$ cat config.mk
export PLATFORM = sky130hd
export DESIGN_NAME = dmc_channel_regs
export DESIGN_NICKNAME = d
export VERILOG_FILES = /design/src/design/dmc_pkg.sv /design/src/design/dmc_sequencer.sv /design/src/design/dmc_channel_regs.sv
export SDC_FILE = /design/constraint.sdc
export NUM_CORES = 1
export LEC_CHECK = 0
export BUFFER_PORTS_ARGS = -buffer_cell sky130_fd_sc_hd__buf_2
export CORE_MARGIN = 4
export CORE_UTILIZATION = 30
export CTS_CLUSTER_SIZE = 28
export DETAILED_ROUTE_END_ITERATION = 10
export PLACE_DENSITY = 0.61
export SKIP_CTS_REPAIR_TIMING = 1
export SLEW_MARGIN = 20
export SYNTH_ARGS = -nofsm -noshare
export SYNTH_HDL_FRONTEND = slang
export SYNTH_SLANG_ARGS = --single-unit
export TNS_END_PERCENT = 100
$ cat constraint.sdc
create_clock -name clk -period 2.3 [get_ports clk]
set_input_delay 0.46 -clock clk [delete_from_list [all_inputs] [get_ports clk]]
set_output_delay 0.46 -clock clk [all_outputs]
set_load 0.05 [all_outputs]
$ cat src/design/dmc_pkg.sv
// package: offsets, field positions, reset values and carriers of the channel
package dmc_pkg;
	// -----------------------------------------------------------
	// register offsets within the first pci window
	// -----------------------------------------------------------
	localparam logic [11:0] OFS_OPERATION = 12'h500;
	localparam logic [11:0] OFS_CONTROL = 12'h504;
	localparam logic [11:0] OFS_XFER_COUNT = 12'h508;
	localparam logic [11:0] OFS_MEM_CONFIG = 12'h50c;
	localparam logic [11:0] OFS_MEM_ADDRESS = 12'h510;
	localparam logic [11:0] OFS_DEV_CONFIG = 12'h514;
	localparam logic [11:0] OFS_LINK_CONFIG = 12'h51c;
	localparam logic [11:0] OFS_LINK_ADDRESS = 12'h520;
	localparam logic [11:0] OFS_NODE_ADDR = 12'h528;
	localparam logic [11:0] OFS_NODE_COUNT = 12'h52c;
	localparam logic [11:0] OFS_STATE = 12'h53c;
	localparam logic [11:0] OFS_FIFO_LEVEL = 12'h540;
	// -----------------------------------------------------------
	// reset values
	// -----------------------------------------------------------
	localparam logic [31:0] RST_OPERATION = 32'h0000_0512;
	localparam logic [31:0] RST_CONTROL = 32'h5555_0000;
	localparam logic [31:0] RST_ZERO = 32'h0000_0000;
	// fixed bits of channel_operation: 10, 8 and 1 read one
	localparam logic [31:0] OP_FIXED_ONES = 32'h0000_0502;
	// upper half of channel_control reads an alternating pattern
	localparam logic [15:0] CTL_UPPER = 16'h5555;
	// -----------------------------------------------------------
	// field positions
	// -----------------------------------------------------------
	localparam int OP_RESET_BIT = 31;
	localparam int OP_CLEAR_DONE_CMD_BIT = 7;
	localparam int OP_FLUSH_BIT = 4;
	localparam int OP_ABORT_BIT = 3;
	localparam int OP_STOP_BIT = 2;
	localparam int OP_START_BIT = 0;
	localparam int CTL_DIR_BIT = 3;
	localparam int ST_DONE_BIT = 25;
	localparam int ST_ERROR_BIT = 15;
	localparam int ST_SABORT_BIT = 14;
	localparam int ST_STOPS_BIT = 12;
	// link short mode pattern of channel_mode_select
	localparam logic [2:0] MODE_LINK_SHORT = 3'h4;
	// -----------------------------------------------------------
	// carriers
	// -----------------------------------------------------------
	typedef struct packed {
		logic [31:0] addr; // buffer address in host memory
		logic [31:0] count; // byte count of this node
		logic [31:0] next; // next node pointer, zero ends the list
	} dmc_node_type;
	typedef struct packed {
		logic [31:0] addr; // host memory address
		logic [31:0] count; // bytes to move
		logic dir; // 0 memory to gpib, 1 gpib to memory
	} dmc_xfer_type;
	typedef enum logic [2:0] {
		SEQ_IDLE, SEQ_FETCH, SEQ_MOVE, SEQ_DRAIN
	} dmc_seq_type;
endpackage : dmc_pkg

$ cat src/design/dmc_sequencer.sv
// file: link short node sequencer of the dma channel
`timescale 1ns/1ps
module dmc_sequencer
	import dmc_pkg::*;
(
	input wire logic clk,
	input wire logic rstn,
	input wire logic soft_clr, // channel reset command
	input wire logic start, // one-cycle start write
	input wire logic abort_req, // abort level
	input wire logic stop_req, // stop level
	input wire logic mode_ok, // link short selected
	input wire logic dir,
	input wire logic [31:0] link_addr,
	output logic node_req,
	output logic [31:0] node_ptr,
	input wire logic node_ack,
	input wire dmc_node_type node_in,
	output logic load_node,
	output dmc_node_type node_held,
	output logic xfer_req,
	output dmc_xfer_type xfer_out,
	input wire logic xfer_done,
	input wire logic fifo_empty,
	output logic flush_evt,
	output logic busy,
	output logic done_evt,
	output logic error_evt
);
	// -----------------------------------------------------------
	// state
	// -----------------------------------------------------------
	dmc_seq_type state; // sequencer state
	dmc_seq_type next_state;
	logic next_done; // completion this cycle
	logic next_err; // completion by error
	logic next_flush; // discard fifo this cycle

	// handshake outputs decoded from state
	assign node_req = (state == SEQ_FETCH);
	assign xfer_req = (state == SEQ_MOVE);
	assign busy = (state != SEQ_IDLE);
	assign xfer_out = '{addr: node_held.addr, count: node_held.count,
		dir: dir};

	// next state and completion events
	always_comb begin
		next_state = state;
		next_done = 1'b0;
		next_err = 1'b0;
		next_flush = 1'b0;
		case (state)
			SEQ_IDLE: begin
				if (start && !mode_ok) begin
					// reserved mode: refuse and report
					next_done = 1'b1;
					next_err = 1'b1;
				end else if (start) begin
					next_state = SEQ_FETCH;
				end
			end
			SEQ_FETCH: begin
				// the node read in flight is finished even on abort or stop; only soft_clr ends it
				if (node_ack) begin
					next_state = SEQ_MOVE;
				end
			end
			SEQ_MOVE: begin
				if (xfer_done && abort_req) begin
					// transfer begun is finished, then bytes dropped
					next_state = SEQ_IDLE;
					next_flush = 1'b1;
					next_done = 1'b1;
				end else if (xfer_done && (stop_req || node_held.next == 0)) begin
					next_state = SEQ_DRAIN;
				end else if (xfer_done) begin
					next_state = SEQ_FETCH;
				end
			end
			SEQ_DRAIN: begin
				// halt after the fifo has emptied, or at once with a flush on abort
				if (abort_req) begin
					next_state = SEQ_IDLE;
					next_flush = 1'b1;
					next_done = 1'b1;
				end else if (fifo_empty) begin
					next_state = SEQ_IDLE;
					next_done = 1'b1;
				end
			end
			default: begin
				next_state = SEQ_IDLE;
			end
		endcase
	end

	// state register; soft reset returns to idle
	always_ff @(posedge clk or negedge rstn) begin
		if (!rstn) begin
			state <= SEQ_IDLE;
		end else if (soft_clr) begin
			state <= SEQ_IDLE;
		end else begin
			state <= next_state;
		end
	end

	// completion pulses registered so they are glitch free
	always_ff @(posedge clk or negedge rstn) begin
		if (!rstn) begin
			done_evt <= 1'b0;
			error_evt <= 1'b0;
			flush_evt <= 1'b0;
			load_node <= 1'b0;
		end else begin
			done_evt <= next_done & ~soft_clr;
			error_evt <= next_err & ~soft_clr;
			flush_evt <= next_flush | soft_clr;
			load_node <= (state == SEQ_FETCH) & node_ack & ~soft_clr;
		end
	end

	// node pointer and the node being processed
	always_ff @(posedge clk or negedge rstn) begin
		if (!rstn) begin
			node_ptr <= RST_ZERO;
			node_held <= '0;
		end else if (state == SEQ_IDLE && start) begin
			node_ptr <= link_addr;
		end else if (state == SEQ_FETCH && node_ack) begin
			node_held <= node_in;
			node_ptr <= node_in.next;
		end
	end
endmodule : dmc_sequencer

$ cat src/design/dmc_channel_regs.sv
// file: register bank and control of the single dma channel
`timescale 1ns/1ps
module dmc_channel_regs
	import dmc_pkg::*;
(
	input wire logic clk,
	input wire logic rstn,
	input wire logic personality_488_en, // 488.2 personality active
	input wire logic reg_wr, // one-cycle write strobe
	input wire logic reg_rd, // one-cycle read strobe
	input wire logic [11:0] reg_addr, // byte offset in first_pci_window
	input wire logic [31:0] reg_wdata,
	output logic [31:0] reg_rdata,
	output logic reg_rvalid,
	output logic node_req,
	output logic [31:0] node_ptr,
	input wire logic node_ack,
	input wire dmc_node_type node_in,
	output logic xfer_req,
	output dmc_xfer_type xfer_out,
	input wire logic xfer_done,
	input wire logic fifo_empty,
	input wire logic [31:0] fifo_count,
	output logic fifo_flush,
	output logic [31:0] transfer_count,
	output logic [31:0] memory_config,
	output logic [31:0] memory_address,
	output logic [31:0] device_config,
	output logic [31:0] link_config
);
	// -----------------------------------------------------------
	// register storage
	// -----------------------------------------------------------
	logic [31:0] link_address; // head of the node list
	logic [31:0] node_base_address; // address of current node
	logic [31:0] node_base_count; // count of current node
	logic dir; // transfer direction
	logic [2:0] channel_mode_select; // mode pattern
	logic start_bit; // reads one while running
	logic abort_bit; // abort requested
	logic stop_bit; // stop requested
	logic flush_bit; // fifo flush pending, self clearing
	logic reset_bit; // channel_reset_cmd, self clearing
	logic done; // completion status
	logic error; // completion by error
	// -----------------------------------------------------------
	// decode
	// -----------------------------------------------------------
	logic wr_op, wr_ctl; // write strobes per register
	logic start_evt; // one written to start
	logic clear_done_cmd; // one written to clear-done
	logic seq_busy, seq_done, seq_err, seq_flush, seq_load;
	dmc_node_type node_held;

	// true when a strobe hits a given offset inside the group
	function automatic logic hit(input logic strobe,
		input logic [11:0] addr, input logic [11:0] ofs);
		hit = strobe & personality_488_en & (addr == ofs);
	endfunction : hit

	assign wr_op = hit(reg_wr, reg_addr, OFS_OPERATION);
	assign wr_ctl = hit(reg_wr, reg_addr, OFS_CONTROL);
	assign start_evt = wr_op & reg_wdata[OP_START_BIT];
	assign clear_done_cmd = wr_op & reg_wdata[OP_CLEAR_DONE_CMD_BIT];

	// -----------------------------------------------------------
	// channel sequencer
	// -----------------------------------------------------------
	dmc_sequencer u_seq (
		.clk(clk),
		.rstn(rstn),
		.soft_clr(reset_bit),
		.start(start_evt & ~seq_busy),
		.abort_req(abort_bit),
		.stop_req(stop_bit),
		.mode_ok(channel_mode_select == MODE_LINK_SHORT),
		.dir(dir),
		.link_addr(link_address),
		.node_req(node_req),
		.node_ptr(node_ptr),
		.node_ack(node_ack),
		.node_in(node_in),
		.load_node(seq_load),
		.node_held(node_held),
		.xfer_req(xfer_req),
		.xfer_out(xfer_out),
		.xfer_done(xfer_done),
		.fifo_empty(fifo_empty),
		.flush_evt(seq_flush),
		.busy(seq_busy),
		.done_evt(seq_done),
		.error_evt(seq_err)
	);

	// flush from the flush command, an abort or a channel reset command; one cycle each
	assign fifo_flush = flush_bit | seq_flush;

	// -----------------------------------------------------------
	// channel_control: direction and mode only
	// -----------------------------------------------------------
	// software must set this before start; a change mid-run
	// takes effect at once on the direction presented
	always_ff @(posedge clk or negedge rstn) begin
		if (!rstn) begin
			dir <= RST_CONTROL[CTL_DIR_BIT];
			channel_mode_select <= RST_CONTROL[2:0];
		end else if (wr_ctl) begin
			dir <= reg_wdata[CTL_DIR_BIT];
			channel_mode_select <= reg_wdata[2:0];
		end
	end

	// -----------------------------------------------------------
	// channel_operation command bits
	// -----------------------------------------------------------
	// start clears abort and stop; a new abort or stop in the
	// same write still lands since the set is applied last
	always_ff @(posedge clk or negedge rstn) begin
		if (!rstn) begin
			abort_bit <= RST_OPERATION[OP_ABORT_BIT];
			stop_bit <= RST_OPERATION[OP_STOP_BIT];
		end else begin
			if (start_evt || reset_bit) begin
				abort_bit <= 1'b0;
				stop_bit <= 1'b0;
			end
			if (wr_op && reg_wdata[OP_ABORT_BIT]) begin
				abort_bit <= 1'b1;
			end
			if (wr_op && reg_wdata[OP_STOP_BIT]) begin
				stop_bit <= 1'b1;
			end
		end
	end

	// self clearing flush and channel reset commands
	always_ff @(posedge clk or negedge rstn) begin
		if (!rstn) begin
			flush_bit <= RST_OPERATION[OP_FLUSH_BIT];
			reset_bit <= RST_OPERATION[OP_RESET_BIT];
		end else begin
			flush_bit <= wr_op & reg_wdata[OP_FLUSH_BIT];
			reset_bit <= wr_op & reg_wdata[OP_RESET_BIT];
		end
	end

	// start reads one from the write until completion
	always_ff @(posedge clk or negedge rstn) begin
		if (!rstn) begin
			start_bit <= RST_OPERATION[OP_START_BIT];
		end else if (start_evt && !seq_busy) begin
			start_bit <= 1'b1;
		end else if (seq_done || reset_bit) begin
			start_bit <= 1'b0;
		end
	end

	// -----------------------------------------------------------
	// completion status: a set beats a clear in the same cycle
	// -----------------------------------------------------------
	always_ff @(posedge clk or negedge rstn) begin
		if (!rstn) begin
			done <= 1'b0;
			error <= 1'b0;
		end else begin
			done <= seq_done | (done & ~clear_done_cmd & ~start_evt
				& ~reset_bit);
			error <= seq_err | (error & ~start_evt & ~reset_bit);
		end
	end

	// -----------------------------------------------------------
	// plain configuration registers
	// -----------------------------------------------------------
	always_ff @(posedge clk or negedge rstn) begin
		if (!rstn) begin
			transfer_count <= RST_ZERO;
			memory_config <= RST_ZERO;
			memory_address <= RST_ZERO;
			device_config <= RST_ZERO;
			link_config <= RST_ZERO;
			link_address <= RST_ZERO;
		end else begin
			if (hit(reg_wr, reg_addr, OFS_XFER_COUNT)) begin
				transfer_count <= reg_wdata;
			end
			if (hit(reg_wr, reg_addr, OFS_MEM_CONFIG)) begin
				memory_config <= reg_wdata;
			end
			if (hit(reg_wr, reg_addr, OFS_MEM_ADDRESS)) begin
				memory_address <= reg_wdata;
			end
			if (hit(reg_wr, reg_addr, OFS_DEV_CONFIG)) begin
				device_config <= reg_wdata;
			end
			if (hit(reg_wr, reg_addr, OFS_LINK_CONFIG)) begin
				link_config <= reg_wdata;
			end
			if (hit(reg_wr, reg_addr, OFS_LINK_ADDRESS)) begin
				link_address <= reg_wdata;
			end
		end
	end

	// node registers: the node load beats a software write
	always_ff @(posedge clk or negedge rstn) begin
		if (!rstn) begin
			node_base_address <= RST_ZERO;
			node_base_count <= RST_ZERO;
		end else if (seq_load) begin
			node_base_address <= node_held.addr;
			node_base_count <= node_held.count;
		end else begin
			if (hit(reg_wr, reg_addr, OFS_NODE_ADDR)) begin
				node_base_address <= reg_wdata;
			end
			if (hit(reg_wr, reg_addr, OFS_NODE_COUNT)) begin
				node_base_count <= reg_wdata;
			end
		end
	end

	// -----------------------------------------------------------
	// read path; state and fifo level have no write side
	// -----------------------------------------------------------
	logic [31:0] next_rdata; // value selected by offset
	always_comb begin
		next_rdata = RST_ZERO;
		case (reg_addr)
			OFS_OPERATION: begin
				next_rdata = OP_FIXED_ONES;
				next_rdata[OP_RESET_BIT] = reset_bit;
				next_rdata[OP_CLEAR_DONE_CMD_BIT] = 1'b0;
				next_rdata[OP_FLUSH_BIT] = flush_bit;
				next_rdata[OP_ABORT_BIT] = abort_bit;
				next_rdata[OP_STOP_BIT] = stop_bit;
				next_rdata[OP_START_BIT] = start_bit;
			end
			OFS_CONTROL: begin
				next_rdata = {CTL_UPPER, 12'h000, dir,
					channel_mode_select};
			end
			OFS_XFER_COUNT: next_rdata = transfer_count;
			OFS_MEM_CONFIG: next_rdata = memory_config;
			OFS_MEM_ADDRESS: next_rdata = memory_address;
			OFS_DEV_CONFIG: next_rdata = device_config;
			OFS_LINK_CONFIG: next_rdata = link_config;
			OFS_LINK_ADDRESS: next_rdata = link_address;
			OFS_NODE_ADDR: next_rdata = node_base_address;
			OFS_NODE_COUNT: next_rdata = node_base_count;
			OFS_STATE: begin
				// read only: writes here decode to nothing
				next_rdata[ST_DONE_BIT] = done;
				next_rdata[ST_ERROR_BIT] = error;
				next_rdata[ST_SABORT_BIT] = abort_bit;
				next_rdata[ST_STOPS_BIT] = stop_bit;
			end
			OFS_FIFO_LEVEL: next_rdata = fifo_count;
			default: next_rdata = RST_ZERO; // reserved offsets
		endcase
		if (!personality_488_en) begin
			next_rdata = RST_ZERO;
		end
	end

	// read data registered, valid one cycle after the strobe
	always_ff @(posedge clk or negedge rstn) begin
		if (!rstn) begin
			reg_rdata <= RST_ZERO;
			reg_rvalid <= 1'b0;
		end else begin
			reg_rvalid <= reg_rd;
			if (reg_rd) begin
				reg_rdata <= next_rdata;
			end
		end
	end
endmodule : dmc_channel_regs

==> qor.yml, run 1 <==
sta:
  setup_viol: 0
  max_freq_ghz: 0.460
  tightest_slew_ns: 0.692
  post-route-min-period_ns: 2.17
  finalCritPeriodShare: 0.946
  drv_slew: 0
  max-slew-margin-rel: 0.539
  finalSetupTns_ns: 0
  holdWs_ns: 0.0589
  finalHoldViolCount: 0
  clock_skew_ns: 0.0271
  rsz0062_at_grt: "no"
logic_synthesis:
  synth.area.top_cells: "dfrtp_1, mux2_2, nand2_1"
  synthCells: 1874
  synth-simple-area-share: 0.132
  yosysTopAreaCell: "dfrtp_1"
  synth-edff-count: 0
  synth_mux_area_frac: 0.168
  syn_nets: 2054
  yosys_most_used_dff: "dfrtp_1"
  synth_top_area_frac: 0.530
  syn_avg_cell_area_um2: 10.9
  yosysSeqAreaShare: 0.531
  netlist_area_um2: 20400
  synth_xor_area_frac: 0.000428
  async_flop_share: 1.00
  synth_warnings: 0
  synth_top_family_by_area: "multiplexers"
  ys_ff_latch: 434
  synth_adder_area_share: 0
  synth_compound_area_frac: 0.112
  ys_types: 80
setup_path:
  path_cells: "buf_2 -> buf_4 -> or4_1 -> buf_4 -> nor3_1 -> buf_4 -> a32o_1 -> a2111oi_0 -> o2bb2ai_1"
  crit_path_start_kind: "primary input"
  critPathTopFamily: "simple AND/OR/NAND/NOR gates"
  critPathMaxStageDelay_ns: 0.55
  cp_num_buf_inv: 4
  cp_slowest_cell: "or4_1"
  critPathMaxFanout: 5
  cp_data_arrival_time_ns: 2.69
  critPathKind: "primary input to flop"
  crit_top_cell: "buf_4"
  end_kind: "flop"
  crit_required_ns: 2.81
grt:
  track_usage: 0.237
  grt_pass1_wl_um: 125000
  grt_pass1_vias: 17700
  grt_max_degree: 130
  antenna_found_initial: 9
  overflow: 0
clock_tree:
  cts_tree: "yes"
  clock_path_buffers: 3
  cts_sinks: 434
  cts_inserted_buffers: 49
  clk_latency_ns: 0.60
  root_buffer: "clkbuf_16"
  cts.reportedPaths.clkPinSlew_ns: 0.06
  htree_levels: 2
pwr:
  power.share.clock: 0.402
  pwr-share-seq: 0.445
  p_int_uw: 13900
  p_leak_uw: 0.0136
  pwr-share-comb: 0.153
  p_sw_frac: 0.284
  p_per_area_nw_per_um2: 738
  power.switching_uw: 5540
  peakVddDrop_mv: 0.581
drt:
  drcViolationCount: 0
  drtAntennaViolNets: 0
  first_pass_iters: 5
  wl_um: 89200
  vias_per_cell: 5.25
  drt_iter0_drc: 1432
  drt-wirelength-per-cell_um: 26.7
  num_vias: 17600
status:
  status: "completed"
floorplanning:
  start_util: 0.303
  num_io_pins: 473
  core-area_um2: 67400
  die_w_um: 269
  die_height_um: 269
  die_area_um2: 72400
  num_rows: 95
final_layout:
  drive_gt1_frac: 0.410
  fin_nets: 2607
  nFillCells: 6602
  utilization: 0.392
  areaGrowthSynthToFinish_pct: 29.2
  fin_cells: 3344
  mostFrequentLayoutCell: "buf_2"
  final_cell_mix: "buf_2, dfrtp_1, nand2_1"
run:
  drv_cap: 0
placed_design:
  gp_congestion: 0.958
  dp_hpwl_um: 69700
  placed_cells: 3248
  io_buffers: 472
min_path:
  hold_path.class: "primary input to flop"
[layer usage]
metal	global-route usage	vias up	wire (um)
li1	-	7723	-
met1	0.335	8865	39500
met2	0.365	814	39500
met3	0.0514	150	7110
met4	0.0770	4	3000
met5	0	-	21
[layout make-up]
class / count / area, um^2 / area share
Inverter: 10 / 37.5 / 0.00142
Tap cell: 873 / 1090 / 0.0414
Clock buffer: 69 / 1430 / 0.0543
Multi-Input combinational cell: 1245 / 8510 / 0.322
Sequential cell: 434 / 10900 / 0.412
Timing Repair Buffer: 687 / 4280 / 0.162
Antenna cell: 7 / 17.5 / 0.000663
Clock inverter: 19 / 165 / 0.00626
[power by group through the flow]
stage                     Clock [uW]  Combinational, uW  Sequential [uW]
after floorplan                    0               1660             8650
after global placement             0               2890             8750
after detailed placement           0               2980             8780
after CTS                       8010               2990             8650
after global routing            8280               3270             8730
final                           7840               2990             8660
[sequential cells by signal, indices dropped and copies added, names as in the netlist, 3 cells and up]
register	flops
u_seq.node_held	96
device_config	32
link_address	32
link_config	32
memory_address	32
memory_config	32
node_base_address	32
node_base_count	32
reg_rdata	32
transfer_count	32
u_seq.node_ptr	32
channel_mode_select	3
[worst min-delay path, cell delays in order]
cell,delay (ns)
buf_2,0.08
nand2_1,0.04
nand2_1,0.04
[synth_stat cells, types with 11 or more instances]
master     instances
a21oi_1           29
a22o_1            27
a22oi_1           49
a31oi_1           41
buf_2             32
buf_4             79
buf_6             11
clkbuf_1          56
dfrtp_1          433
mux2_1            12
mux2_2           205
mux2i_1           99
nand2_1          418
nand3_1           15
nor2_1            63
nor2b_1           21
nor4_1            11
o21ai_0           37
o21ai_1           47
o22ai_1           12
o2bb2ai_1         18
[cells by family after synthesis]
family	count (synthesis)
compound gates	328
xor+xnor	1
buf+inv	195
flops	434
mux	316
simple gates	600
[path summary, 6_finish.rpt]
check / slack [ns] / cells past startpoint / from / to
max: 0.13 / 9 / reg_addr[4] / reg_rdata[20]
max in group asynchronous: 0.93 / 3 / rstn / u_seq.node_held[53]
max reg2reg: 0.47 / 5 / u_seq.node_held[17] / u_seq.state[1]
min in group asynchronous: 0.41 / 2 / rstn / device_config[2]
min: 0.06 / 3 / node_in[81] / u_seq.node_held[81]
min reg2reg: 0.44 / 1 / u_seq.error_evt / error
[through the flow]
step	setup WS, ns	total power, uW	instance area [um^2]
final	0.125	19500	26400
after global routing	0.0737	20300	26400
after CTS	-0.0488	19600	26400
after detailed placement	-0.440	11800	24800
after global placement	-0.477	11600	24800
after floorplan	-0.00562	10300	20500
Power figures use the tool's default switching activity.
==> run 2: changes to the inputs <==
- CORE_UTILIZATION: 30 -> 49
- PLACE_DENSITY: 0.61 -> 0.77
- clock period: 2.3 -> 1.8 ns (I/O delays scaled with it)
==> run 2 against run 1 <==
The flow now finishes with violations (hold timing, setup timing). Combinational power is 37% higher. Final area is 2.5% higher. Clock skew is 0.0056 ns lower. Power is 27% higher. Final cell count is 10% lower. Worst hold slack worse by 0.075 ns. Critical path depth is 7 lower. Sequential share of layout area is 1.0 points lower. Utilization is 27 points higher. Critical path type is now flop to output port. Largest power group unchanged.
==> qor.yml, run 2 (synthesized netlist as in run 1, its figures left out) <==
final_layout:
  utilization: 0.660  # +0.268
  largest_reg_flops: 96  # unchanged
  drive_gt1_frac: 0.411  # +0.000841
  final_cell_mix: "buf_2, dfrtp_1, nand2_1"
  fin_nets: 2626  # +0.73%
  areaGrowthSynthToFinish_pct: 32.4
  largest-register: "u_seq.node_held"
  n_antenna_cell: 0  # -7
  mostFrequentLayoutCell: "buf_2"
  stdcell_area_um2: 27100  # +2.5%
pwr:
  finalPower_uw: 24700  # +27%
  p_leak_uw: 0.0139  # +2.1%
  peakVddDrop_mv: 0.771  # +33%
  p_per_area_nw_per_um2: 911  # +23%
setup_path:
  rrSetupSlack_ns: 0.12  # -0.35 ns
  end_kind: "output port"
  worstReg2RegStart: "u_seq.node_held[7]"
  critPathKind: "flop to output port"
  crit_path_start_kind: "flop"
  crit_required_ns: 1.44  # -1.37 ns
  critPathMaxFanout: 6  # +1
  reg2regPathDepth: 6  # +1
  reg2reg_to: "u_seq.state[1]"
  cp_data_arrival_time_ns: 1.45  # -1.24 ns
floorplanning:
  die_area_um2: 45100  # -38%
  start_util: 0.498  # +0.195
  die_height_um: 212  # -21%
  die_w_um: 212  # -21%
  core-area_um2: 41000  # -39%
  num_rows: 74  # -22%
  num_io_pins: 473  # unchanged
min_path:
  hold_depth: 3  # unchanged
  worstHoldStart: "node_in[86]"
  min_to: "u_seq.node_held[86]"
  hold_path.class: "primary input to flop"
sta:
  finalHoldViolCount: 21  # +21
  holdWs_ns: -0.0158  # -0.0746 ns
  clock_skew_ns: 0.0215  # -0.00562 ns
  max_freq_ghz: 0.553
  max-slew-margin-rel: 0.597  # +0.0587
  finalCritPeriodShare: 1.00
  post-route-min-period_ns: 1.81
  worst_slack_ns: -0.00812  # -0.133 ns
  drv_slew: 0  # unchanged
  rsz0062_at_grt: "yes"
  setup_viol: 2  # +2
  tightest_slew_ns: 0.599  # -0.0927 ns
status:
  violations: "hold timing, setup timing"
  status: "finished, violations left"
drt:
  drt_iter0_drc: 1955  # +37%
  num_vias: 18000  # +2.8%
  drt-wirelength-per-cell_um: 27.5  # +3.2%
  drcViolationCount: 0  # unchanged
  first_pass_iters: 6  # +1
  wl_um: 82800  # -7.2%
  vias_per_cell: 6.00  # +14%
  drtAntennaViolNets: 0  # unchanged
clock_tree:
  cts.reportedPaths.clkPinSlew_ns: 0.07  # about the same
  cts_inserted_buffers: 46  # -6.1%
  clk_latency_ns: 0.58  # -0.02 ns
  htree_levels: 2  # unchanged
  cts_tree: "yes"
  root_buffer: "clkbuf_16"
  cts_sinks: 434  # unchanged
  clock_path_buffers: 3  # unchanged
grt:
  grt_pass1_vias: 17700  # +0.27%
  grt_max_degree: 93  # -28%
  antenna_found_initial: 0  # -9
  track_usage: 0.352  # +0.114
  grt_pass1_wl_um: 118000  # -5.9%
  overflow: 0  # unchanged
placed_design:
  dp_hpwl_um: 62000  # -11%
  io_buffers: 472  # unchanged
  placed_area_um2: 25000  # +1.1%
  gp_congestion: 1.01  # +5.8%
run:
  drv_cap: 0  # unchanged
==> run 2: routing by layer <==
layer,wire length (um),global-route usage
met1,32700,0.479
met2,37400,0.535
met3,8500,0.0902
met4,4170,0.157
met5,0,0
==> run 2: critical path, stage by stage (launching register included) <==
cell and delay (ns):
dfrtp_2 0.44, nor2b_4 0.25, buf_8 0.17
==> run 2: worst max-delay path by stage <==
stage,startpoint,to,cells past startpoint
3_3_place_gp,reg_addr[10],reg_rdata[19],9
5_1_grt,reg_addr[0],u_seq.state[0],7
2_1_floorplan,reg_addr[9],transfer_count[13],7
4_1_cts,u_seq.state[0],node_req,2
3_5_place_dp,reg_addr[10],reg_rdata[19],9
6_report,u_seq.state[0],node_req,2
==> run 2: where the power goes <==
group,switching (uW),internal [uW]
clock network,3930,5580
logic,2440,1650
registers,486,10600
total,6860,17800
==> run 2: stage by stage <==
stage | worst slack (ns) | instances | setup TNS, ns
after CTS | -0.228 | 2965 | -2.80
final | -0.00812 | 3008 | -0.0105
after detailed placement | -0.795 | 2887 | -155.97
after global routing | -0.0475 | 3008 | -0.0809
after global placement | -0.813 | 2887 | -151.30
after floorplan | -0.346 | 1874 | -56.89
==> run 2: final cells by class <==
type	count	area [um^2]
clock inverters	10	113
inverters	10	37.5
well taps	532	666
clock buffers	68	1390
fillers	3101	13900
repair buffers	709	4780
multi-input cells	1245	9220
flip-flops and latches	434	10900
==> run 3: changes to the inputs <==
- CORE_ASPECT_RATIO: unset -> 1.75
==> run 3 against run 2 <==
The flow still finishes with violations (hold timing, setup timing). Sequential power barely moved. Count of clock-buffer cells in the layout shrank 13. Sequential cell count stayed put. Combinational power is 4% lower. Critical endpoint is now transfer_count[18].
==> qor.yml, run 3 (synthesized netlist as in run 1, its figures left out) <==
status:
  status: "finished, violations left"
  violations: "hold timing, setup timing"
floorplanning:
  die_height_um: 278  # +31%
  num_rows: 98  # +32%
  die_area_um2: 45200  # +0.29%
  core-area_um2: 41100  # +0.15%
  die_w_um: 162  # -23%
  start_util: 0.498  # -0.000729
  num_io_pins: 473  # unchanged
grt:
  grt_max_degree: 92  # -1.1%
  track_usage: 0.340  # -0.0113
  grt_pass1_wl_um: 116000  # -1.6%
  overflow: 0  # unchanged
  grt_pass1_vias: 18300  # +3.1%
  antenna_found_initial: 3  # +3
final_layout:
  final_cell_mix: "buf_2, dfrtp_1, nand2_1"
  utilization: 0.656  # -0.00401
  mostFrequentLayoutCell: "buf_2"
  largest_reg_flops: 96  # unchanged
  stdcell_area_um2: 26900  # -0.46%
  fin_nets: 2609  # -0.65%
  largest-register: "u_seq.node_held"
  drive_gt1_frac: 0.420  # +0.00877
  areaGrowthSynthToFinish_pct: 31.8
clock_tree:
  cts_inserted_buffers: 41  # -11%
  cts_sinks: 434  # unchanged
  clk_latency_ns: 0.56  # -0.02 ns
  cts.reportedPaths.clkPinSlew_ns: 0.07  # about the same
  htree_levels: 2  # unchanged
  cts_tree: "yes"
  clock_path_buffers: 3  # unchanged
  root_buffer: "clkbuf_16"
sta:
  rsz0062_at_grt: "yes"
  max-slew-margin-rel: 0.239  # -0.358
  clock_skew_ns: 0.0144  # -0.00711 ns
  post-route-min-period_ns: 1.81  # +0.00547 ns
  setup_viol: 12  # +10
  finalHoldViolCount: 1  # -95%
  worst_slack_ns: -0.0136  # -0.00547 ns
  holdWs_ns: -0.000450  # +0.0153 ns
  finalCritPeriodShare: 1.01  # +0.00304
  max_freq_ghz: 0.551  # -0.30%
  tightest_slew_ns: 1.13  # +0.531 ns
  drv_slew: 0  # unchanged
drt:
  drt-wirelength-per-cell_um: 26.7  # -2.9%
  first_pass_iters: 6  # unchanged
  top_layer_used: "met4"
  wl_met2_um: 39900  # +6.7%
  drt_iter0_drc: 1498  # -23%
  wl_um: 80500  # -2.7%
  drtAntennaViolNets: 0  # unchanged
  vias_per_cell: 5.93  # -1.2%
  wl_met3_um: 5000  # -41%
  met1Wirelength_um: 29400  # -10%
  drcViolationCount: 0  # unchanged
  num_vias: 17900  # -1.0%
setup_path:
  end_kind: "flop"
  cp_data_arrival_time_ns: 2.24  # +0.79 ns
  worstReg2RegStart: "memory_config[19]"
  critPathMaxFanout: 18  # +12
  critPathKind: "primary input to flop"
  crit_required_ns: 2.23  # +0.79 ns
  startpoint: "reg_addr[11]"
  crit_path_start_kind: "primary input"
pwr:
  p_int_uw: 17400  # -2.3%
  p_leak_uw: 0.0138  # -0.67%
  power.share.clock: 0.378  # -0.008
  power.switching_uw: 6680  # -2.6%
  peakVddDrop_mv: 0.825  # +6.9%
  pwr-share-comb: 0.163  # -0.003
  p_sw_frac: 0.277  # -0.000605
  p_per_area_nw_per_um2: 893  # -1.9%
  pwr-share-seq: 0.459  # +0.011
placed_design:
  dp_hpwl_um: 61800  # -0.39%
  gp_congestion: 1.06  # +4.4%
  io_buffers: 472  # unchanged
  placed_area_um2: 25200  # +0.54%
  place_worst_setup_slack_ns: -0.577  # +0.217 ns
min_path:
  hold_path.class: "primary input to flop"
  worstHoldStart: "node_in[60]"
run:
  drv_cap: 0  # unchanged
[run 3: cell count changes in the layout (fill, tap and decap cells not counted), sizes merged]
cell and change:
buf +8, diode +3, bufinv +4, clkinv +2, inv +3, clkbuf -10, dlygate4sd3 -23
[run 3: worst paths after layout]
kind	end	slack, ns	cells after the start
max in group asynchronous	u_seq.node_held[91]	0.78	3
hold / removal	u_seq.node_held[60]	-0.0004	3
min in group asynchronous	device_config[3]	0.25	2
hold reg to reg	start_bit	0.47	1
setup / recovery	transfer_count[18]	-0.01	7
setup reg to reg	reg_rdata[19]	0.15	4
[run 3: layout make-up]
| class | instances | area, um^2 |
|---|---|---|
| well taps | 550 | 688 |
| clock buffers | 55 | 1120 |
| flip-flops and latches | 434 | 10900 |
| repair buffers | 697 | 4640 |
| fillers | 3232 | 14100 |
| diodes | 3 | 7.51 |
| inverters | 10 | 37.5 |
| clock inverters | 19 | 268 |
| multi-input cells | 1245 | 9310 |
[run 3: per-stage QoR]
stage | setup TNS [ns] | total power, uW | cells
5_1_grt | -0.607 | 25000 | 3013
4_1_cts | -0.494 | 24000 | 2994
2_1_floorplan | -56.89 | 13200 | 1874
3_3_place_gp | -150.92 | 14700 | 2920
6_report | -0.0520 | 24100 | 3013
3_5_place_dp | -154.54 | 15000 | 2920
[run 3: worst max-delay path, stage by stage]
cell     delay, ns
buf_2         0.13
or4bb_1       0.52
buf_6         0.16
nor4_4        0.29
and2_4        0.22
buf_12        0.19
mux2_2        0.36
[run 3: metal layers]
layer,vias up,GRT usage
li1,7685,-
met1,8999,0.414
met2,933,0.571
met3,249,0.0412
met4,0,0.217
met5,-,0
[run 3: power by group through the flow]
stage                     clock [uW]  sequential [uW]  combinational (uW)
after CTS                       9200            11000                3800
after global routing            9610            11100                4300
after floorplan                    0            11100                2180
final                           9100            11000                3920
after global placement             0            11100                3610
after detailed placement           0            11200                3780
